## src/shared/rsi_pkg.sv

```systemverilog
// ----------------------------------------------------------------
// Reset state initialiser constants
// ----------------------------------------------------------------
package rsi_pkg;

  // ----------------------------------------------------------------
  // Core operating modes, as reported by the core
  // ----------------------------------------------------------------
  typedef enum logic [1:0] {
    RSI_MODE_NORMAL = 2'b00,
    RSI_MODE_SLOW   = 2'b01,
    RSI_MODE_IDLE   = 2'b10,
    RSI_MODE_SLEEP  = 2'b11
  } rsi_mode_t;

  // ----------------------------------------------------------------
  // Reset kinds, also the irq status bit positions
  // ----------------------------------------------------------------
  typedef enum logic [1:0] {
    RSI_KIND_POR      = 2'b00,
    RSI_KIND_LOWV     = 2'b01,
    RSI_KIND_DOG_RUN  = 2'b10,
    RSI_KIND_DOG_HALT = 2'b11
  } rsi_kind_t;

  typedef enum logic [0:0] {
    RSI_ST_RUN   = 1'b0,
    RSI_ST_APPLY = 1'b1
  } rsi_state_t;

  // ----------------------------------------------------------------
  // Register map, byte addresses
  // ----------------------------------------------------------------
  localparam int          ADDR_W         = 6;
  localparam logic [5:0]  REG_STATUS     = 6'h00;
  localparam logic [5:0]  REG_CTRL       = 6'h04;
  localparam logic [5:0]  REG_WD_CTRL    = 6'h08;
  localparam logic [5:0]  REG_LV_SEL     = 6'h0c;
  localparam logic [5:0]  REG_IRQ_STATUS = 6'h10;
  localparam logic [5:0]  REG_IRQ_MASK   = 6'h14;

  // Status fields
  localparam int          ST_TIMEOUT_BIT = 0;
  localparam int          ST_PWRDN_BIT   = 1;
  localparam int          ST_KIND_LSB    = 2;
  localparam int          ST_HOLD_BIT    = 4;
  // Control fields, write-one pulses
  localparam int          CTRL_CLR_BIT   = 0;
  localparam int          CTRL_HALT_BIT  = 1;

  // ----------------------------------------------------------------
  // Reset values
  // ----------------------------------------------------------------
  localparam logic [7:0]  WATCHDOG_CTRL_RESET = 8'h53;
  localparam logic [7:0]  LOW_VOLT_SEL_RESET  = 8'h55;
  localparam logic [3:0]  IRQ_STATUS_RESET    = 4'h1;
  localparam logic [3:0]  IRQ_MASK_RESET      = 4'h0;
  localparam int          INIT_CYCLES_DEFAULT = 4;

endpackage

```

## src/rsi_top.sv

```systemverilog
// The implementer's own choices: register access over Avalon-MM and the placing of the registers.
`timescale 1ns/1ps
module rsi_top #(
  parameter int              INIT_CYCLES = rsi_pkg::INIT_CYCLES_DEFAULT,
  parameter int              SP_W        = 4,
  parameter logic [SP_W-1:0] STACK_TOP   = '1
) (
  input  wire logic              clk,
  input  wire logic              reset_n,
  // Avalon-MM slave
  input  wire logic [5:0]        avs_address,
  input  wire logic              avs_read,
  input  wire logic              avs_write,
  input  wire logic [31:0]       avs_writedata,
  input  wire logic [3:0]        avs_byteenable,
  output logic      [31:0]       avs_readdata,
  output logic                   avs_waitrequest,
  output logic                   irq,
  // Reset sources and core state
  input  wire logic              low_voltage_reset_n,
  input  wire logic              watchdog_timeout,
  input  wire logic [1:0]        cpu_mode,
  // Reset state outputs
  output logic                   core_reset_n,
  output logic                   pc_clear,
  output logic                   sp_load,
  output logic      [SP_W-1:0]   stack_ptr,
  output logic                   int_disable_all,
  output logic                   timer_off,
  output logic                   port_dir_input,
  output logic                   watchdog_clear,
  output logic                   timeout_flag,
  output logic                   powerdown_flag,
  output logic      [7:0]        watchdog_control_reg,
  output logic      [7:0]        low_voltage_select_reg
);

  localparam int CNT_W = $clog2(INIT_CYCLES + 1);

  // ----------------------------------------------------------------
  // Source capture
  // ----------------------------------------------------------------
  logic                 lowv_sync;
  logic                 lowv_prev;
  rsi_pkg::rsi_state_t  state;
  rsi_pkg::rsi_state_t  next_state;
  rsi_pkg::rsi_kind_t   kind;
  rsi_pkg::rsi_kind_t   next_kind;
  logic [CNT_W-1:0]     cnt;
  logic [3:0]           irq_status;
  logic [3:0]           irq_mask;
  logic                 ack;
  logic [7:0]           hold_len;

  rsi_sync #(
    .WIDTH     (1),
    .RESET_VAL (1'b1)
  ) u_lowv_sync (
    .clk     (clk),
    .reset_n (reset_n),
    .d       (low_voltage_reset_n),
    .q       (lowv_sync)
  );

  always_ff @(posedge clk) begin
    if (!reset_n) begin
      lowv_prev <= 1'b1;
    end else begin
      lowv_prev <= lowv_sync;
    end
  end

  // Low-voltage detection is off while powered down, so halted modes ignore it
  wire halted      = (cpu_mode == rsi_pkg::RSI_MODE_IDLE) ||
                     (cpu_mode == rsi_pkg::RSI_MODE_SLEEP);
  wire lowv_event  = lowv_prev & ~lowv_sync & ~halted;
  wire in_run      = (state == rsi_pkg::RSI_ST_RUN);
  // Sources arriving while a reset is being applied are absorbed by it
  wire capture     = in_run & (lowv_event | watchdog_timeout);
  wire cap_lowv    = capture & lowv_event;
  wire cap_dog_run = capture & ~lowv_event & ~halted;
  wire cap_halt    = capture & ~lowv_event & halted;
  wire cap_full    = cap_lowv | cap_dog_run;

  // Running watchdog reset follows the low-voltage path
  assign next_kind = cap_lowv    ? rsi_pkg::RSI_KIND_LOWV :
                     cap_dog_run ? rsi_pkg::RSI_KIND_DOG_RUN :
                                   rsi_pkg::RSI_KIND_DOG_HALT;

  // ----------------------------------------------------------------
  // Sequencer
  // ----------------------------------------------------------------
  always_comb begin
    case (state)
      rsi_pkg::RSI_ST_RUN: begin
        next_state = capture ? rsi_pkg::RSI_ST_APPLY : rsi_pkg::RSI_ST_RUN;
      end
      rsi_pkg::RSI_ST_APPLY: begin
        next_state = (cnt == '0) ? rsi_pkg::RSI_ST_RUN : rsi_pkg::RSI_ST_APPLY;
      end
      default: begin
        next_state = rsi_pkg::RSI_ST_APPLY;
      end
    endcase
  end

  always_ff @(posedge clk) begin
    if (!reset_n) begin
      state <= rsi_pkg::RSI_ST_APPLY;
      kind  <= rsi_pkg::RSI_KIND_POR;
      cnt   <= CNT_W'(INIT_CYCLES - 1);
    end else begin
      state <= next_state;
      if (capture) begin
        kind <= next_kind;
        cnt  <= CNT_W'(INIT_CYCLES - 1);
      end else if (cnt != '0) begin
        cnt <= cnt - 1'b1;
      end
    end
  end

  // ----------------------------------------------------------------
  // Reset state outputs
  // ----------------------------------------------------------------
  wire applying  = (state == rsi_pkg::RSI_ST_APPLY);
  wire full_kind = (kind != rsi_pkg::RSI_KIND_DOG_HALT);

  assign core_reset_n    = ~applying;
  assign pc_clear        = applying;
  assign sp_load         = applying;
  assign int_disable_all = applying & full_kind;
  assign timer_off       = applying & full_kind;
  assign port_dir_input  = applying & full_kind;
  // Counter is held clear while applying a full reset and counts from the first run cycle
  assign watchdog_clear  = applying & full_kind;

  always_ff @(posedge clk) begin
    if (!reset_n) begin
      stack_ptr <= STACK_TOP;
    end else if (cap_full) begin
      stack_ptr <= STACK_TOP;
    end else if (cap_halt) begin
      stack_ptr <= '0;
    end
  end

  // ----------------------------------------------------------------
  // Bus decode
  // ----------------------------------------------------------------
  wire       wr_fire   = avs_write & ack & avs_byteenable[0];
  wire       sel_ctrl  = (avs_address == rsi_pkg::REG_CTRL);
  wire       sel_wd    = (avs_address == rsi_pkg::REG_WD_CTRL);
  wire       sel_lv    = (avs_address == rsi_pkg::REG_LV_SEL);
  wire       sel_ists  = (avs_address == rsi_pkg::REG_IRQ_STATUS);
  wire       sel_imsk  = (avs_address == rsi_pkg::REG_IRQ_MASK);
  wire       flag_clr  = wr_fire & sel_ctrl & avs_writedata[rsi_pkg::CTRL_CLR_BIT];
  wire       halt_wr   = wr_fire & sel_ctrl & avs_writedata[rsi_pkg::CTRL_HALT_BIT];
  wire [7:0] wdata     = avs_writedata[7:0];

  wire [7:0] status_word = {3'h0, applying, kind, powerdown_flag, timeout_flag};
  wire [7:0] rd_byte =
    (avs_address == rsi_pkg::REG_STATUS) ? status_word :
    sel_wd   ? watchdog_control_reg :
    sel_lv   ? low_voltage_select_reg :
    sel_ists ? {4'h0, irq_status} :
    sel_imsk ? {4'h0, irq_mask} :
               8'h00;

  // One wait cycle: data is captured on the first edge, taken on the second
  assign avs_waitrequest = (avs_read | avs_write) & ~ack;

  always_ff @(posedge clk) begin
    if (!reset_n) begin
      ack          <= 1'b0;
      avs_readdata <= 32'h0000_0000;
    end else begin
      ack <= (avs_read | avs_write) & ~ack;
      if (avs_read & ~ack) begin
        avs_readdata <= {24'h00_0000, rd_byte};
      end
    end
  end

  // ----------------------------------------------------------------
  // Reset flags
  // ----------------------------------------------------------------
  // A reset source wins over any software write to the flags in the same cycle
  wire sw_flags    = ~capture;
  wire set_timeout = cap_dog_run | cap_halt;
  wire set_pwrdn   = cap_halt | (halt_wr & sw_flags);

  always_ff @(posedge clk) begin
    if (!reset_n) begin
      timeout_flag   <= 1'b0;
      powerdown_flag <= 1'b0;
    end else begin
      if (set_timeout) begin
        timeout_flag <= 1'b1;
      end else if ((flag_clr | halt_wr) & sw_flags) begin
        timeout_flag <= 1'b0;
      end
      if (set_pwrdn) begin
        powerdown_flag <= 1'b1;
      end else if (flag_clr & sw_flags) begin
        powerdown_flag <= 1'b0;
      end
    end
  end

  // ----------------------------------------------------------------
  // Control register images
  // ----------------------------------------------------------------
  always_ff @(posedge clk) begin
    if (!reset_n) begin
      watchdog_control_reg   <= rsi_pkg::WATCHDOG_CTRL_RESET;
      low_voltage_select_reg <= rsi_pkg::LOW_VOLT_SEL_RESET;
    end else if (cap_full) begin
      watchdog_control_reg   <= rsi_pkg::WATCHDOG_CTRL_RESET;
      low_voltage_select_reg <= rsi_pkg::LOW_VOLT_SEL_RESET;
    end else if (!cap_halt) begin
      if (wr_fire & sel_wd) begin
        watchdog_control_reg <= wdata;
      end
      if (wr_fire & sel_lv) begin
        low_voltage_select_reg <= wdata;
      end
    end
  end

  // ----------------------------------------------------------------
  // Interrupts
  // ----------------------------------------------------------------
  wire [3:0] irq_set = {cap_halt, cap_dog_run, cap_lowv, 1'b0};
  wire [3:0] irq_clr = (wr_fire & sel_ists) ? avs_writedata[3:0] : 4'h0;

  always_ff @(posedge clk) begin
    if (!reset_n) begin
      irq_status <= rsi_pkg::IRQ_STATUS_RESET;
      irq_mask   <= rsi_pkg::IRQ_MASK_RESET;
    end else begin
      irq_status <= irq_set | (irq_status & ~irq_clr);
      if (wr_fire & sel_imsk) begin
        irq_mask <= avs_writedata[3:0];
      end
    end
  end

  assign irq = |(irq_status & irq_mask);

  // ----------------------------------------------------------------
  // Checks
  // ----------------------------------------------------------------
  always_ff @(posedge clk) begin
    if (!reset_n) begin
      hold_len <= 8'h00;
    end else if (core_reset_n) begin
      hold_len <= 8'h00;
    end else begin
      hold_len <= hold_len + 8'h01;
    end
  end

  AST_HALT_PC_SP: assert property (@(posedge clk) disable iff (!reset_n)
    cap_halt |=> pc_clear && !core_reset_n && stack_ptr == '0 && timeout_flag)
    else $error("halted watchdog reset did not clear pc and sp");

  AST_HALT_KEEPS: assert property (@(posedge clk) disable iff (!reset_n)
    cap_halt |=> $stable(watchdog_control_reg) && $stable(low_voltage_select_reg)
                 && !int_disable_all && !timer_off && !port_dir_input)
    else $error("halted watchdog reset changed other state");

  AST_POR_FLAGS: assert property (@(posedge clk) disable iff (!reset_n)
    $past(!reset_n) |-> !timeout_flag && !powerdown_flag)
    else $error("power-on did not clear flags");

  AST_LOWV_FLAGS: assert property (@(posedge clk) disable iff (!reset_n)
    cap_lowv |=> $stable(timeout_flag) && $stable(powerdown_flag))
    else $error("low-voltage reset changed flags");

  AST_DOG_RUN_FLAGS: assert property (@(posedge clk) disable iff (!reset_n)
    cap_dog_run |=> timeout_flag && $stable(powerdown_flag))
    else $error("running watchdog reset flags wrong");

  AST_DOG_HALT_FLAGS: assert property (@(posedge clk) disable iff (!reset_n)
    cap_halt |=> timeout_flag && powerdown_flag)
    else $error("halted watchdog reset flags wrong");

  AST_FULL_OUTS: assert property (@(posedge clk) disable iff (!reset_n)
    cap_full |=> (int_disable_all && timer_off && port_dir_input && watchdog_clear)
                 throughout (!core_reset_n [*1]) ##1 1'b1)
    else $error("full reset outputs missing");

  AST_SP_TOP: assert property (@(posedge clk) disable iff (!reset_n)
    cap_full |=> stack_ptr == STACK_TOP && pc_clear)
    else $error("stack pointer not at top after full reset");

  AST_FULL_LOADS: assert property (@(posedge clk) disable iff (!reset_n)
    cap_full |=> watchdog_control_reg == rsi_pkg::WATCHDOG_CTRL_RESET
                 && low_voltage_select_reg == rsi_pkg::LOW_VOLT_SEL_RESET)
    else $error("control register images not loaded");

  AST_HOLD_LEN: assert property (@(posedge clk) disable iff (!reset_n)
    $rose(core_reset_n) |-> hold_len == INIT_CYCLES && pc_clear == 1'b0)
    else $error("core hold length wrong");

endmodule

```

## src/rsi_sync.sv

```systemverilog
`timescale 1ns/1ps
// ----------------------------------------------------------------
// Two-flop synchroniser for pins from outside the clock domain
// ----------------------------------------------------------------
module rsi_sync #(
  parameter int         WIDTH     = 1,
  parameter logic [0:0] RESET_VAL = 1'b1
) (
  input  wire logic             clk,
  input  wire logic             reset_n,
  input  wire logic [WIDTH-1:0] d,
  output logic      [WIDTH-1:0] q
);

  logic [WIDTH-1:0] meta;

  genvar i;
  generate
    for (i = 0; i < WIDTH; i++) begin : g_bit
      always_ff @(posedge clk) begin
        if (!reset_n) begin
          meta[i] <= RESET_VAL;
          q[i]    <= RESET_VAL;
        end else begin
          meta[i] <= d[i];
          q[i]    <= meta[i];
        end
      end
    end
  endgenerate

endmodule

```

## config.mk

```make
export PLATFORM = sky130hd
export DESIGN_NAME = rsi_top
export DESIGN_NICKNAME = d
export VERILOG_FILES = /design/src/shared/rsi_pkg.sv /design/src/rsi_top.sv /design/src/rsi_sync.sv
export SDC_FILE = /design/constraint.sdc
export NUM_CORES = 1
export LEC_CHECK = 0
export ABC_AREA = 1
export BUFFER_PORTS_ARGS = -buffer_cell sky130_fd_sc_hd__clkbuf_2
export CAP_MARGIN = 40
export CORE_MARGIN = 4
export CORE_UTILIZATION = 46
export DETAILED_ROUTE_END_ITERATION = 8
export PLACE_DENSITY = 0.8
export SYNTH_ARGS = -nofsm -noshare
export SYNTH_HDL_FRONTEND = slang
export SYNTH_SLANG_ARGS = --single-unit
```

## constraint.sdc

```tcl
create_clock -name clk -period 1.6 [get_ports clk]
set_clock_uncertainty 0.1 [all_clocks]
set_input_delay 0 -clock clk [delete_from_list [all_inputs] [get_ports clk]]
set_output_delay 0 -clock clk [all_outputs]
set_load 0.02 [all_outputs]
```

==> results.md <==
Status:
- The run finished with clean final reports.

Run:
- The number of max-capacitance violations reported is 0.

Detailed routing:
- In the final routed layout, each cell accounts on average for 12.09 um.
- The number of vias in the routed layout is 2226.
- For this block, the initial DRC count from the detailed router was 112.
- The DRC violation count after routing is 0.
- The total iterations of the first detailed-routing run is 4.
- The number of nets with antenna violations after detailed routing is 0.
- The vias per cell is 4.871.
- The total length of routed wires is 5527 um.

Critical path:
- Among all stages on the critical path, the largest delay is contributed by dfxtp_1.
- The critical path endpoint category is a flip-flop.
- Walking the worst path, the cells encountered are nand3_1 -> inv_2 -> nand2_2 -> nor2_8 -> inv_2 -> nand2_1 -> o211ai_2.
- The worst setup path is launched from a flip-flop.
- Of all nets on the critical path, the largest fanout is 10.
- The critical path is of the flip-flop to flip-flop type.
- The most numerous cell on the critical path is inv_2.
- Setup slack on the worst reg-to-reg path comes out at 0.13 ns.
- At the worst endpoint, the arrival time is 1.55 ns.
- The required time reported for the critical path endpoint is 1.68 ns.
- The largest incremental delay on the critical path is 0.35 ns.

Die:
- The core footprint is 4817 sq um.
- The die covers 6292 sq um.
- The die height is 79.32 um.
- The number of top-level pins is 113.
- The initialized floorplan defines 25 standard-cell rows.
- The initial utilization of the core area, before any placement, comes to 0.4857.
- The die is 79.32 um wide.

CTS:
- The number of buffers inserted to repair setup after CTS is 0.
- After clock tree synthesis, the repair step resized 0 gates.
- The clock passes through at most 2 buffers.
- The H-tree was split into 2 levels.
- The clock-pin slew of the registers on the worst-case setup and hold paths is 0.09 ns.
- TritonCTS built the clock tree.
- For the worst-skew pair, the clock arrives at the later sink with an insertion delay of 0.31 ns.
- In this run, CTS created clock tree buffers numbering 5.
- The clock sink count is 45.
- The cell chosen for the clock root is clkbuf_8.

Power and ir drop:
- The sum of internal, switching and leakage power is 2.515 mW.
- In this run the static leakage power is 1.342 nW.
- For this design the ratio of total power to cell area is 882.4 nW/um^2.
- The maximum ir drop on the vdd rail is 0.5572 mV.

Global route:
- The via count of the first global-routing pass is 2018.
- The global routing usage summed across all routing layers is 0.1838.
- The maximum number of pins on one net before global-route repair is 17.
- The remaining global-route overflow is 0.
- The number of antenna violations at the first check in global routing was 0.
- The global-route wire length before repair is 9190 um.

Hold path:
- The path class of the lowest-slack min-delay path is input pin to flip-flop.

STA:
- Of the available clock period, the critical path in the final layout requires 0.9201.
- The final count of hold timing violations came to 0.
- Based on the critical path, the design can be clocked at up to 679.3 MHz.
- Setup repair after global routing left no endpoint under its margin.
- The time the final worst path needs with I/O delays and setup is 1.472 ns.
- The total count of max-transition violations in the final report is 0.
- Setup violations remaining at the end of the flow were counted as 0.
- The sum of negative setup slack is 0 ns.

Synthesis:
- Of all flip-flops after synthesis, the portion carrying an async set or reset was 0.
- The commonest cells after synthesis are nand2_1 (68), dfxtp_1 (45), buf_4 (31).
- The sequential cell area fraction in the yosys report is 0.3850.
- The register bit total from synthesis is 45.
- The number of different library cells used by synthesis comes to 30.
- The leading register cell type out of synthesis is dfxtp_1.
- nand2_1 is the most common cell in the netlist.
- The synthesized design contains 0 enable-type register cells.
- In this run the mean area of a mapped cell was 7.428 sq um.
- By area the synthesized netlist is led by dfxtp_1 (39%), nand2_1 (11%), buf_4 (9.9%), a21oi_1 (4.9%), nand4_1 (4.8%).
- The cell taking the most area after synthesis is dfxtp_1.
- The number of standard cells after synthesis is 315.
- The top-area cell type share of the netlist area is 0.3850.
- The area of the mapped netlist is 2340 sq um.
- The warning count from the yosys run is 0.

Finish:
- 0 antenna diodes ended up in the layout.
- At the end of the flow, the number of nets in the layout was 441.
- The ratio of cells with drive above 1 in the final layout is 0.2615.
- From synthesis to final layout, the design area changed by 21.82%.

Placement:
- The number of buffers added on ports is 60.
- The congestion estimate from routability-driven global placement came to 0.8550.
- The HPWL after detailed placement is 4235 um.
==> logic make-up after synthesis <==
group | count (synthesis) | synth area share
xor+xnor | 1 | 0.003744
compound gates | 44 | 0.1048
fa+ha+maj | 2 | 0.01069
flops | 45 | 0.3850
buf+inv | 69 | 0.1652
other cells | 1 | 0.001603
simple gates | 153 | 0.3289
==> metrics by stage <==
| stage | hold WS (ns) | setup slack [ns] | instances | instance area, sq um | utilization |
|---|---|---|---|---|---|
| 6_report | 0.007695 | 0.1278 | 457 | 2850 | 0.5917 |
| 5_1_grt | 0.01273 | 0.01811 | 457 | 2850 | 0.5917 |
| 4_1_cts | 0.009160 | 0.1330 | 457 | 2850 | 0.5917 |
| 3_5_place_dp | 0.09250 | 0.1470 | 435 | 2595 | 0.5387 |
| 3_3_place_gp | 0.08701 | 0.1839 | 435 | 2595 | 0.5387 |
| 2_1_floorplan | 0.006577 | 0.04602 | 338 | 2426 | - |
==> area by class of cell <==
cell class / count / area [sq um]
sequential: 45 / 900.9
multi-input combinational: 224 / 1139
tap: 67 / 83.83
fill: 424 / 1967
inverter: 33 / 126.4
clock inverter: 3 / 46.29
clock buffer: 5 / 68.82
timing repair buffer: 80 / 485.5
==> routing by layer <==
| layer | track usage | wire length (um) | vias to the layer above |
|---|---|---|---|
| li1 | - | - | 1124 |
| met1 | 0.2357 | 2384 | 994 |
| met2 | 0.3064 | 2559 | 96 |
| met3 | 0.04535 | 491 | 12 |
| met4 | 0.05155 | 92 | 0 |
| met5 | 0 | 0 | - |
==> placed cells by master (no fill, tap or decap), types with 2 or more instances in the layout <==
master         Yosys  layout
a21oi_1           23      23
buf_4             31       6
clkbuf_2           0      60
clkbuf_8           0       5
clkinv_2           2       2
conb_1             1      24
dfxtp_1           45      45
dlygate4sd3_1      0      14
ha_1               2       2
inv_1             25      25
inv_2              6       6
nand2_1           68      68
nand2_2            2       2
nand3_1           17      17
nand3_2            3       3
nand4_1           18      18
nor2_1            28      28
nor2_4             7       7
nor3_1             2       2
o211ai_1           4       4
o211ai_2           2       2
o21ai_0           15      15
or2_2              2       2
==> critical path: cells and delay by family (launching register included) <==
family,cells,cell delay [ns]
AND/OR/NAND/NOR,4,0.55
buffers and inverters,2,0.27
AO/OA/AOI/OAI,1,0.08
flip-flops,1,0.35
==> worst paths after layout <==
check                                                 end  depth (start not counted)              from
worst max-delay path            low_voltage_select_reg[0]                          7               ack
worst min-delay path                        irq_status[3]                          3       cpu_mode[1]
worst max register to register  low_voltage_select_reg[0]                          7               ack
worst min register to register              u_lowv_sync.q                          1  u_lowv_sync.meta
==> where the power goes <==
group / switching, mW / internal [mW]
clock: 0.404 / 0.467
combinational: 0.304 / 0.145
sequential: 0.0269 / 1.17
==> repair_timing <==
action,4_1_cts,5_1_grt
hold endpoints to repair,28,0
hold buffers,14,0
setup endpoints to repair,0,0
(Power assumes the default switching activity.)
